--- src/common/ctw_params.svh ---
// constants for the transceiver mode and pattern wake-up block
`ifndef CTW_PARAMS_SVH
`define CTW_PARAMS_SVH

// ****************************************
// clock and timebase
// ****************************************
`define CTW_CLK_MHZ 250
`define CTW_TICK_NS 100
`define CTW_TICK_CYC (`CTW_TICK_NS * `CTW_CLK_MHZ / 1000)

// ****************************************
// pattern wake-up timing
// ****************************************
`define CTW_PULSE_MIN_NS 500
`define CTW_PULSE_MAX_NS 500000
`define CTW_GAP_MAX_NS 500000
`define CTW_WINDOW_NS 1000000
`define CTW_PULSE_MIN_TK (`CTW_PULSE_MIN_NS / `CTW_TICK_NS)
`define CTW_PULSE_MAX_TK (`CTW_PULSE_MAX_NS / `CTW_TICK_NS)
`define CTW_GAP_MAX_TK (`CTW_GAP_MAX_NS / `CTW_TICK_NS)
`define CTW_WINDOW_TK (`CTW_WINDOW_NS / `CTW_TICK_NS)

// ****************************************
// slew-rate dependent path delays
// ****************************************
`define CTW_SLEW0_NS 8
`define CTW_SLEW1_NS 16
`define CTW_SLEW2_NS 24
`define CTW_SLEW3_NS 32
`define CTW_NS2CYC(ns) ((ns) * `CTW_CLK_MHZ / 1000)
`define CTW_DLY_DEPTH 8

// ****************************************
// register map
// ****************************************
`define CTW_REG_CTRL 4'h0
`define CTW_REG_STAT 4'h4
`define CTW_CTRL_SLEW_LSB 0
`define CTW_CTRL_MODE_LSB 2
`define CTW_CTRL_RST 4'h0
`define CTW_STAT_FLAG_BIT 0
`define CTW_STAT_CNT_LSB 1
`define CTW_STAT_ACT_BIT 3
`define CTW_STAT_CHIP_LSB 4

`endif

--- src/common/ctw_pkg.sv ---
// types shared by the transceiver mode and wake-up block
`default_nettype none

package ctw_pkg;

	// system chip operating mode, driven by the chip state machine
	typedef enum logic [2:0] {
		CTW_CHIP_RESET,
		CTW_CHIP_NORM_REQ,
		CTW_CHIP_NORMAL,
		CTW_CHIP_STANDBY,
		CTW_CHIP_SLEEP,
		CTW_CHIP_STOP
	} ctw_chip_mode_t;

	// transceiver mode as written by software
	typedef enum logic [1:0] {
		CTW_CAN_ACTIVE_TRANSCEIVE_MODE,
		CTW_CAN_SLEEP_WU,
		CTW_CAN_SLEEP_NOWU,
		CTW_CAN_SLEEP_RSVD
	} ctw_can_mode_t;

endpackage : ctw_pkg

`default_nettype wire

--- src/core/ctw_sync.sv ---
// two-stage synchroniser for asynchronous pin levels
`timescale 1ns/1ps
`default_nettype none

module ctw_sync #(
	parameter int W = 1
) (
	// clock and reset
	input wire logic clk,
	input wire logic sys_rst,
	// levels
	input wire logic [W-1:0] async,
	output logic [W-1:0] synced
);
	import ctw_pkg::*;

	logic [W-1:0] meta_r;

	always_ff @(posedge clk) begin
		if (sys_rst) begin
			meta_r <= '0;
			synced <= '0;
		end else begin
			meta_r <= async;
			synced <= meta_r;
		end
	end

endmodule : ctw_sync

`default_nettype wire

--- src/core/ctw_wake_det.sv ---
// pattern wake-up detector: width filter, pulse counter, timeouts
`timescale 1ns/1ps
`default_nettype none
`include "ctw_params.svh"

module ctw_wake_det #(
	parameter logic [13:0] MAX_TK = 14'(`CTW_PULSE_MAX_TK),
	parameter logic [13:0] GAP_TK = 14'(`CTW_GAP_MAX_TK),
	parameter logic [13:0] WIN_TK = 14'(`CTW_WINDOW_TK)
) (
	// clock and reset
	input wire logic clk,
	input wire logic sys_rst,
	// control and bus level
	input wire logic armed,
	input wire logic busDom,
	// results
	output logic wakePulse,
	output logic [1:0] pulseCnt
);
	import ctw_pkg::*;

	localparam logic [4:0] TICK_LAST = 5'(`CTW_TICK_CYC - 1);
	localparam logic [13:0] MIN_TK = 14'(`CTW_PULSE_MIN_TK);

	logic [4:0] tickDiv_r;
	logic tick;
	logic domPrev_r;
	logic [13:0] width_r;
	logic [13:0] gap_r;
	logic [13:0] win_r;
	logic rise;
	logic fall;
	logic accept;
	logic expired;
	logic [1:0] base;

	assign tick = (tickDiv_r == TICK_LAST);
	assign rise = busDom & ~domPrev_r;
	assign fall = domPrev_r & ~busDom;
	assign accept = fall && width_r > MIN_TK && width_r < MAX_TK;
	// only spacing and overall window count here, never frame content
	assign expired = (pulseCnt != 2'h0) &&
		(gap_r >= GAP_TK || win_r > WIN_TK);
	assign base = expired ? 2'h0 : pulseCnt;

	// ****************************************
	// 100 ns timebase
	// ****************************************
	always_ff @(posedge clk) begin
		if (sys_rst || !armed || tick) begin
			tickDiv_r <= 5'h0;
		end else begin
			tickDiv_r <= tickDiv_r + 5'h1;
		end
	end

	always_ff @(posedge clk) begin
		if (sys_rst || !armed) begin
			domPrev_r <= 1'b0;
		end else begin
			domPrev_r <= busDom;
		end
	end

	// ****************************************
	// width, gap and window counters
	// ****************************************
	always_ff @(posedge clk) begin
		if (sys_rst || !armed || rise) begin
			width_r <= 14'h0;
		end else if (busDom && tick && width_r != 14'h3FFF) begin
			width_r <= width_r + 14'h1;
		end
	end

	always_ff @(posedge clk) begin
		if (sys_rst || !armed || accept) begin
			gap_r <= 14'h0;
		end else if (tick && !busDom && gap_r != 14'h3FFF) begin
			gap_r <= gap_r + 14'h1;
		end
	end

	always_ff @(posedge clk) begin
		if (sys_rst || !armed || (rise && base == 2'h0)) begin
			win_r <= 14'h0;
		end else if (tick && win_r != 14'h3FFF) begin
			win_r <= win_r + 14'h1;
		end
	end

	// ****************************************
	// pulse counter and wake pulse
	// ****************************************
	always_ff @(posedge clk) begin
		if (sys_rst || !armed) begin
			pulseCnt <= 2'h0;
			wakePulse <= 1'b0;
		end else begin
			wakePulse <= accept && base == 2'h2;
			if (fall && !accept) begin
				pulseCnt <= 2'h0;
			end else if (accept) begin
				pulseCnt <= (base == 2'h2) ? 2'h0 : base + 2'h1;
			end else begin
				pulseCnt <= base;
			end
		end
	end

endmodule : ctw_wake_det

`default_nettype wire

--- src/core/ctw_mode_wakeup.sv ---
// transceiver mode control, pin states, slew delays and wake-up flag
//
// Operation
// - four slew settings from the control register set both edge speeds.
// - slew setting also sets transmit, receive and loop path delays.
// - with ballast, non-normal modes hold transmit and receive pins low.
// - without ballast, receive high in normal-request, standby, normal sleep.
// - bus sleep with wake-up enabled detects traffic; disabled ignores it.
// - sleep command accepted whether secondary supply is on or off.
// - in bus sleep both drivers and receiver are off, lines float.
// - returning to active mode leaves both lines recessive.
// - wake-up enabled sleep uses the low-power receiver and a pattern.
// - valid pulse is wider than 500 ns, narrower than 500 us; three needed.
// - out-of-range pulse is discarded and clears the pulse counter.
// - gap of 500 us or more between pulses clears the pulse counter.
// - all three pulses must fall within one 1 ms window.
// - each accepted pulse counts; the third raises the wake signal.
// - wake-up ignores frame content; only the pulse pattern matters.
// - wake flag clears only when software commands active mode.
// - host transmit high asks recessive, low asks dominant.
// - receive pin high for recessive bus, low for dominant.
// - a bus wake-up sets a readable flag in the control register set.
`timescale 1ns/1ps
`default_nettype none
`include "ctw_params.svh"

module ctw_mode_wakeup #(
	parameter logic [13:0] MAX_TK = 14'(`CTW_PULSE_MAX_TK),
	parameter logic [13:0] GAP_TK = 14'(`CTW_GAP_MAX_TK),
	parameter logic [13:0] WIN_TK = 14'(`CTW_WINDOW_TK)
) (
	// clock and reset
	input wire logic clk,
	input wire logic sys_rst,
	// wishbone slave
	input wire logic wb_cyc_i,
	input wire logic wb_stb_i,
	input wire logic wb_we_i,
	input wire logic [3:0] wb_adr_i,
	input wire logic [3:0] wb_sel_i,
	input wire logic [31:0] wb_dat_i,
	output logic [31:0] wb_dat_o,
	output logic wb_ack_o,
	// chip context
	input wire ctw_pkg::ctw_chip_mode_t chipMode,
	input wire logic ballastFitted,
	input wire logic secSupplyOn,
	// host side pins
	input wire logic txdIn,
	output logic rxdOut,
	output logic txdHoldLow,
	// bus side analog controls
	input wire logic busDominant,
	input wire logic wakeRxDom,
	output logic canhDrvEn,
	output logic canlDrvEn,
	output logic busBiasEn,
	output logic rxEn,
	output logic wakeRxEn,
	output logic [1:0] slewSel,
	// wake-up towards chip state machine
	output logic wakeEvent
);
	import ctw_pkg::*;

	localparam int DD = `CTW_DLY_DEPTH;

	// ****************************************
	// helpers
	// ****************************************
	// tap index into the delay lines for a slew setting
	function automatic logic [2:0] dlyTap(input logic [1:0] s);
		logic [2:0] t;
		t = 3'h0;
		unique case (s)
			2'h0: t = 3'(`CTW_NS2CYC(`CTW_SLEW0_NS) - 1);
			2'h1: t = 3'(`CTW_NS2CYC(`CTW_SLEW1_NS) - 1);
			2'h2: t = 3'(`CTW_NS2CYC(`CTW_SLEW2_NS) - 1);
			2'h3: t = 3'(`CTW_NS2CYC(`CTW_SLEW3_NS) - 1);
		endcase
		return t;
	endfunction : dlyTap

	// transceiver mode field of a control word
	function automatic ctw_can_mode_t modeOf(input logic [3:0] v);
		return ctw_can_mode_t'(v[`CTW_CTRL_MODE_LSB +: 2]);
	endfunction : modeOf

	// ****************************************
	// pin synchronisers
	// ****************************************
	logic [4:0] pinSync;
	logic txdS;
	logic busDomS;
	logic wakeDomS;
	logic ballastS;
	logic supplyS;

	ctw_sync #(
		.W(5)
	) u_sync (
		.clk(clk),
		.sys_rst(sys_rst),
		.async({txdIn, busDominant, wakeRxDom, ballastFitted,
			secSupplyOn}),
		.synced(pinSync)
	);

	assign txdS = pinSync[4];
	assign busDomS = pinSync[3];
	assign wakeDomS = pinSync[2];
	assign ballastS = pinSync[1];
	assign supplyS = pinSync[0];

	// ****************************************
	// control register
	// ****************************************
	logic [3:0] ctrl_r;
	logic wakeFlag_r;
	logic [1:0] pulseCnt;
	logic wakePulse;
	logic busReq;
	logic wrCtrl;
	ctw_can_mode_t canMode;
	logic [1:0] slew;

	assign busReq = wb_cyc_i && wb_stb_i && !wb_ack_o;
	// the write lands on the edge where the master samples ack high
	assign wrCtrl = wb_cyc_i && wb_stb_i && wb_ack_o && wb_we_i &&
		wb_sel_i[0] && wb_adr_i == `CTW_REG_CTRL;
	assign slew = ctrl_r[`CTW_CTRL_SLEW_LSB +: 2];
	assign canMode = modeOf(ctrl_r);

	// written in any supply state, so sleep can be entered at 5 V
	always_ff @(posedge clk) begin
		if (sys_rst) begin
			ctrl_r <= `CTW_CTRL_RST;
		end else if (wrCtrl) begin
			ctrl_r <= wb_dat_i[3:0];
		end
	end

	// ****************************************
	// wake-up flag
	// ****************************************
	logic toTxrx;

	assign toTxrx = wrCtrl && modeOf(wb_dat_i[3:0]) == CTW_CAN_ACTIVE_TRANSCEIVE_MODE;

	// a wake-up in the cycle of the clearing write still sets the flag
	always_ff @(posedge clk) begin
		if (sys_rst) begin
			wakeFlag_r <= 1'b0;
		end else if (wakePulse) begin
			wakeFlag_r <= 1'b1;
		end else if (toTxrx) begin
			wakeFlag_r <= 1'b0;
		end
	end

	// ****************************************
	// bus slave answer
	// ****************************************
	logic [31:0] rdData;
	logic active;

	always_comb begin
		rdData = 32'h0000_0000;
		unique case (wb_adr_i)
			`CTW_REG_CTRL: rdData[3:0] = ctrl_r;
			`CTW_REG_STAT: begin
				rdData[`CTW_STAT_FLAG_BIT] = wakeFlag_r;
				rdData[`CTW_STAT_CNT_LSB +: 2] = pulseCnt;
				rdData[`CTW_STAT_ACT_BIT] = active;
				rdData[`CTW_STAT_CHIP_LSB +: 3] = chipMode;
			end
			default: rdData = 32'h0000_0000;
		endcase
	end

	// one wait state; unmapped addresses ack with zero data
	always_ff @(posedge clk) begin
		if (sys_rst) begin
			wb_ack_o <= 1'b0;
			wb_dat_o <= 32'h0000_0000;
		end else begin
			wb_ack_o <= busReq;
			wb_dat_o <= busReq ? rdData : 32'h0000_0000;
		end
	end

	// ****************************************
	// mode decode
	// ****************************************
	logic armed;
	logic rxdIdleHigh;

	// active only in chip normal with the transceiver supply up
	assign active = canMode == CTW_CAN_ACTIVE_TRANSCEIVE_MODE &&
		chipMode == CTW_CHIP_NORMAL && supplyS;
	assign armed = canMode == CTW_CAN_SLEEP_WU &&
		chipMode != CTW_CHIP_RESET;

	// idle receive level follows the secondary supply arrangement
	always_comb begin
		rxdIdleHigh = 1'b0;
		if (ballastS) begin
			rxdIdleHigh = chipMode == CTW_CHIP_NORMAL && supplyS;
		end else begin
			rxdIdleHigh = chipMode == CTW_CHIP_NORM_REQ ||
				chipMode == CTW_CHIP_STANDBY ||
				chipMode == CTW_CHIP_NORMAL;
		end
	end

	// ****************************************
	// slew-dependent delay lines
	// ****************************************
	logic [DD-1:0] txLine_r;
	logic [DD-1:0] rxLine_r;
	logic txDom;
	logic rxDom;

	// flushed to recessive outside active mode, so a stale dominant
	// never reaches the lines on return
	always_ff @(posedge clk) begin
		if (sys_rst || !active) begin
			txLine_r <= '0;
			rxLine_r <= '0;
		end else begin
			txLine_r <= {txLine_r[DD-2:0], ~txdS};
			rxLine_r <= {rxLine_r[DD-2:0], busDomS};
		end
	end

	assign txDom = txLine_r[dlyTap(slew)];
	assign rxDom = rxLine_r[dlyTap(slew)];

	// ****************************************
	// pin and driver outputs
	// ****************************************
	always_ff @(posedge clk) begin
		if (sys_rst) begin
			canhDrvEn <= 1'b0;
			canlDrvEn <= 1'b0;
			busBiasEn <= 1'b0;
			rxEn <= 1'b0;
		end else begin
			canhDrvEn <= active && txDom;
			canlDrvEn <= active && txDom;
			busBiasEn <= active;
			rxEn <= active;
		end
	end

	// host pins fall back to the supply-dependent idle levels
	always_ff @(posedge clk) begin
		if (sys_rst) begin
			rxdOut <= 1'b0;
			txdHoldLow <= 1'b1;
		end else begin
			rxdOut <= active ? !rxDom : rxdIdleHigh;
			txdHoldLow <= !active;
		end
	end

	always_ff @(posedge clk) begin
		if (sys_rst) begin
			slewSel <= 2'h0;
		end else begin
			slewSel <= slew;
		end
	end

	// ****************************************
	// pattern wake-up
	// ****************************************
	ctw_wake_det #(
		.MAX_TK(MAX_TK),
		.GAP_TK(GAP_TK),
		.WIN_TK(WIN_TK)
	) u_wake (
		.clk(clk),
		.sys_rst(sys_rst),
		.armed(armed),
		.busDom(wakeDomS),
		.wakePulse(wakePulse),
		.pulseCnt(pulseCnt)
	);

	// low-power receiver only runs when wake-up is enabled
	always_ff @(posedge clk) begin
		if (sys_rst) begin
			wakeRxEn <= 1'b0;
			wakeEvent <= 1'b0;
		end else begin
			wakeRxEn <= armed;
			wakeEvent <= wakePulse;
		end
	end

endmodule : ctw_mode_wakeup

`default_nettype wire

--- config.mk ---
export PLATFORM = sky130hd
export DESIGN_NAME = ctw_mode_wakeup
export DESIGN_NICKNAME = d
export VERILOG_FILES = /design/src/common/ctw_pkg.sv /design/src/core/ctw_sync.sv /design/src/core/ctw_wake_det.sv /design/src/core/ctw_mode_wakeup.sv
export VERILOG_INCLUDE_DIRS = /design/src /design/src/common
export SDC_FILE = /design/constraint.sdc
export NUM_CORES = 1
export LEC_CHECK = 0
export BUFFER_PORTS_ARGS = -buffer_cell sky130_fd_sc_hd__buf_2
export CAP_MARGIN = 20
export CORE_MARGIN = 2
export CORE_UTILIZATION = 30
export CTS_CLUSTER_DIAMETER = 30
export DETAILED_ROUTE_END_ITERATION = 8
export RECOVER_POWER = 50
export SLEW_MARGIN = 40
export SYNTH_ARGS = -nofsm -noshare
export SYNTH_HDL_FRONTEND = slang
export SYNTH_SLANG_ARGS = --single-unit
--- constraint.sdc ---
create_clock -name clk -period 3.25 [get_ports clk]
set_clock_uncertainty 0.15 [all_clocks]
set_input_delay 0.1625 -clock clk [delete_from_list [all_inputs] [get_ports clk]]
set_output_delay 0.1625 -clock clk [all_outputs]
set_load 0.05 [all_outputs]
==> flow_metrics.tcl <==
set metrics [dict create \
    status "finished clean" \
    slew_viol_final 0 \
    insertion_delay_ps 340 \
    min_path_type "primary input to flop" \
    cp-start-kind "primary input" \
    postCtsSetupBuffers 0 \
    switchingPower_mw 0.573 \
    hold-path-endpoint "wb_dat_o[4]" \
    hold_viol 0 \
    cp_max_fo 15 \
    fin_cells 698 \
    cp-end-kind "flop" \
    peakVddDrop_uv 280 \
    cts_buffers 9 \
    antenna_found_initial 0 \
    postLayoutCellArea_um2 4910 \
    synth_flop_cell "dfxtp_1" \
    synth-edff-count 0 \
    hold_depth 2 \
    worstPathArrival_ps 2870 \
    detail_route.vias_per_cell 4.60 \
    critical_path.reg2reg.endpoint "u_wake.gap_r[11]" \
    cts_tree "yes" \
    max_freq_mhz 357 \
    r2r_start "u_wake.width_r[0]" \
    combPwrFrac 0.048 \
    slew-limit-headroom 0.438 \
    grt_max_degree 24 \
    layout-drive-gt1-share 0.0811 \
    firstDrtPassIters 4 \
    worstRegToRegCells 7 \
    synth_cell_types 47 \
    nets 575 \
    ant_nets 0 \
    dieArea_um2 15100 \
    syn2layout_area_growth_pct 15.8 \
    wl_per_cell_um 11.7 \
    p_int_mw 1.77 \
    worst_pin_slew_ps 836 \
    clock-sinks 98 \
    fin_crit_sh 0.863 \
    ys_async_sr_fraction 0 \
    synth_top_area_share 0.463 \
    drt_iter0_markers 102 \
    setup_viol 0 \
    cellPowerDensity_nw_per_um2 476 \
    worst-setup-path-type "primary input to flop" \
    vias 3211 \
    required_ps 3320 \
    yosysSeqAreaShare 0.463 \
    synth_area_per_cell_um2 9.22 \
    synth_area_leaders "dfxtp_1 (46%), nor2_1 (5.7%), buf_4 (4.8%)" \
    place_inst 668 \
    syn-cell-area_um2 4240 \
    clkPwrFrac 0.434 \
    yosysTopAreaCell "dfxtp_1" \
    grt.total_usage 0.117 \
    regArea_um2 1960 \
    fin_setup_tns_ps 0 \
    grt_pass1_wl_um 14000 \
    n_antenna_cell 0 \
    gp_congestion 0.783 \
    finalCriticalPeriod_ps 2800 \
    drc 0 \
    clk_pin_slew_ps 70 \
    synth-seq-cells 98 \
    max-cap-violations 0 \
    initial_core_util 0.307 \
    p_seq_frac 0.517 \
    dp_hpwl_um 5710 \
    htreeDepth 3 \
    p_sw_frac 0.245 \
    num_io_pins 96 \
    power_leakage_nw 1.70 \
    clockRootBuffer "clkbuf_16" \
    rsz0062_at_grt "false" \
    fillCellCount 1410 \
    reg2reg_setup_slack_ps 570 \
    clock_path_buffers 2 \
    synthCells 460 \
    multi_input_area_um2 2050 \
    first_global_vias 3030 \
    placed_area_um2 4530 \
    rows 43 \
    io_buffers 39 \
    wl_um 8130 \
    core_area_um2 13800 \
    die_w_um 123 \
    fin_hold_ws_ps 31.2 \
    die_y_um 123 \
    yosysWarnings 0 \
    grt-ovfl-total 0 \
    hold_start "wb_adr_i[2]" \
]
## layout make-up
| cell class | count | area share |
|---|---|---|
| multi-input combinational | 330 | 0.417 |
| timing repair buffer | 57 | 0.0670 |
| sequential | 98 | 0.399 |
| tap | 180 | 0.0458 |
| clock inverter | 7 | 0.0120 |
| clock buffer | 9 | 0.0458 |
| inverter | 17 | 0.0130 |
## synthesized netlist by cell type (6+ instances only)
master    count
nor2b_1      15
nor3_1       19
and3_1        8
and2_1       19
mux2i_1      13
nand2_1      18
nor4_1       13
clkbuf_1     10
o21ai_0      10
inv_1        17
nand4_1      10
nand3_1      19
xnor2_1      15
xor2_1       18
dfxtp_1      98
buf_4        27
ha_1          9
o211ai_1      6
nor2_1       64
## per-stage QoR
step	total power, mW	setup WS, ps	util
final	2.34	446	0.355
after global routing	2.43	250	0.355
after CTS	2.36	522	0.358
after detailed placement	1.34	550	0.327
after global placement	1.34	624	0.327
after floorplan	1.34	903	-
## state kept, by name (all words and copies together) (netlist names), 2 cells and up
register	count
u_wake.gap_r	14
u_wake.width_r	14
u_wake.win_r	14
rxLine_r	8
txLine_r	8
wb_dat_o	7
u_sync.meta_r	5
u_sync.synced	5
u_wake.tickDiv_r	5
ctrl_r	4
slewSel	2
u_wake.pulseCnt	2
## logic make-up (layout without fill, tap and decap cells)
| logic type | count (synthesis) | in the layout | share of synthesized area |
|---|---|---|---|
| simple gates | 213 | 213 | 0.264 |
| flops | 98 | 98 | 0.463 |
| buf+inv | 56 | 90 | 0.0755 |
| compound gates | 35 | 35 | 0.0608 |
| xor+xnor | 33 | 33 | 0.0681 |
| mux | 15 | 15 | 0.0413 |
| fa+ha+maj | 9 | 9 | 0.0265 |
| other cells | 1 | 25 | 0.000884 |
## metal layers
metal	wire (um)	global-route usage	vias to the layer above
met5	0	0	-
met4	159	0.0568	0
met3	207	0.0212	12
met2	4000	0.191	49
met1	3760	0.147	1508
li1	-	-	1642
## power groups by stage
| stage | Clock (mW) | Sequential (mW) | Combinational, mW |
|---|---|---|---|
| 4_1_cts | 1.04 | 1.21 | 0.113 |
| 2_1_floorplan | 0 | 1.24 | 0.102 |
| 5_1_grt | 1.10 | 1.21 | 0.120 |
| 3_5_place_dp | 0 | 1.24 | 0.0999 |
| 3_3_place_gp | 0 | 1.24 | 0.0990 |
| 6_report | 1.02 | 1.21 | 0.113 |
## worst max path at each step
stage / from / endpoint / slack, ps
4_1_cts: u_wake.width_r[0] / u_wake.gap_r[11] / 520
6_report: chipMode[1] / u_wake.win_r[2] / 450
3_5_place_dp: u_wake.width_r[0] / u_wake.gap_r[11] / 550
2_1_floorplan: u_wake.width_r[0] / u_wake.gap_r[10] / 900
3_3_place_gp: u_wake.width_r[0] / u_wake.gap_r[11] / 620
5_1_grt: chipMode[1] / u_wake.win_r[2] / 250
## worst max-delay path, cell delays in order
cell,delay [ps]
dlygate4sd3_1,560
clkbuf_1,150
o311ai_0,410
clkbuf_1,240
inv_1,160
o21ai_1,110
clkbuf_1,520
o31a_2,450
nor3_1,100
## cells in the final DEF, fill, tap and decap left out, drive strengths merged, types with 5 or more instances in the layout
cell          n
o21ai        11
dfxtp        98
dlygate4sd3  14
mux2i        13
nor4         13
o211ai        6
and2         19
conb         25
ha            9
xor2         18
nand2b        5
nor2b        15
nand4        10
nand3        19
a21oi         5
and3          8
nor2         64
clkbuf       32
nor3         19
buf          20
xnor2        15
inv          21
nand2        18
## timing repair
action,4_1_cts,5_1_grt
resized for setup,0,0
hold buffers,14,0
endpoints found under the hold margin,14,0
endpoints found under the setup margin,0,0
Power figures use the tool's default switching activity.
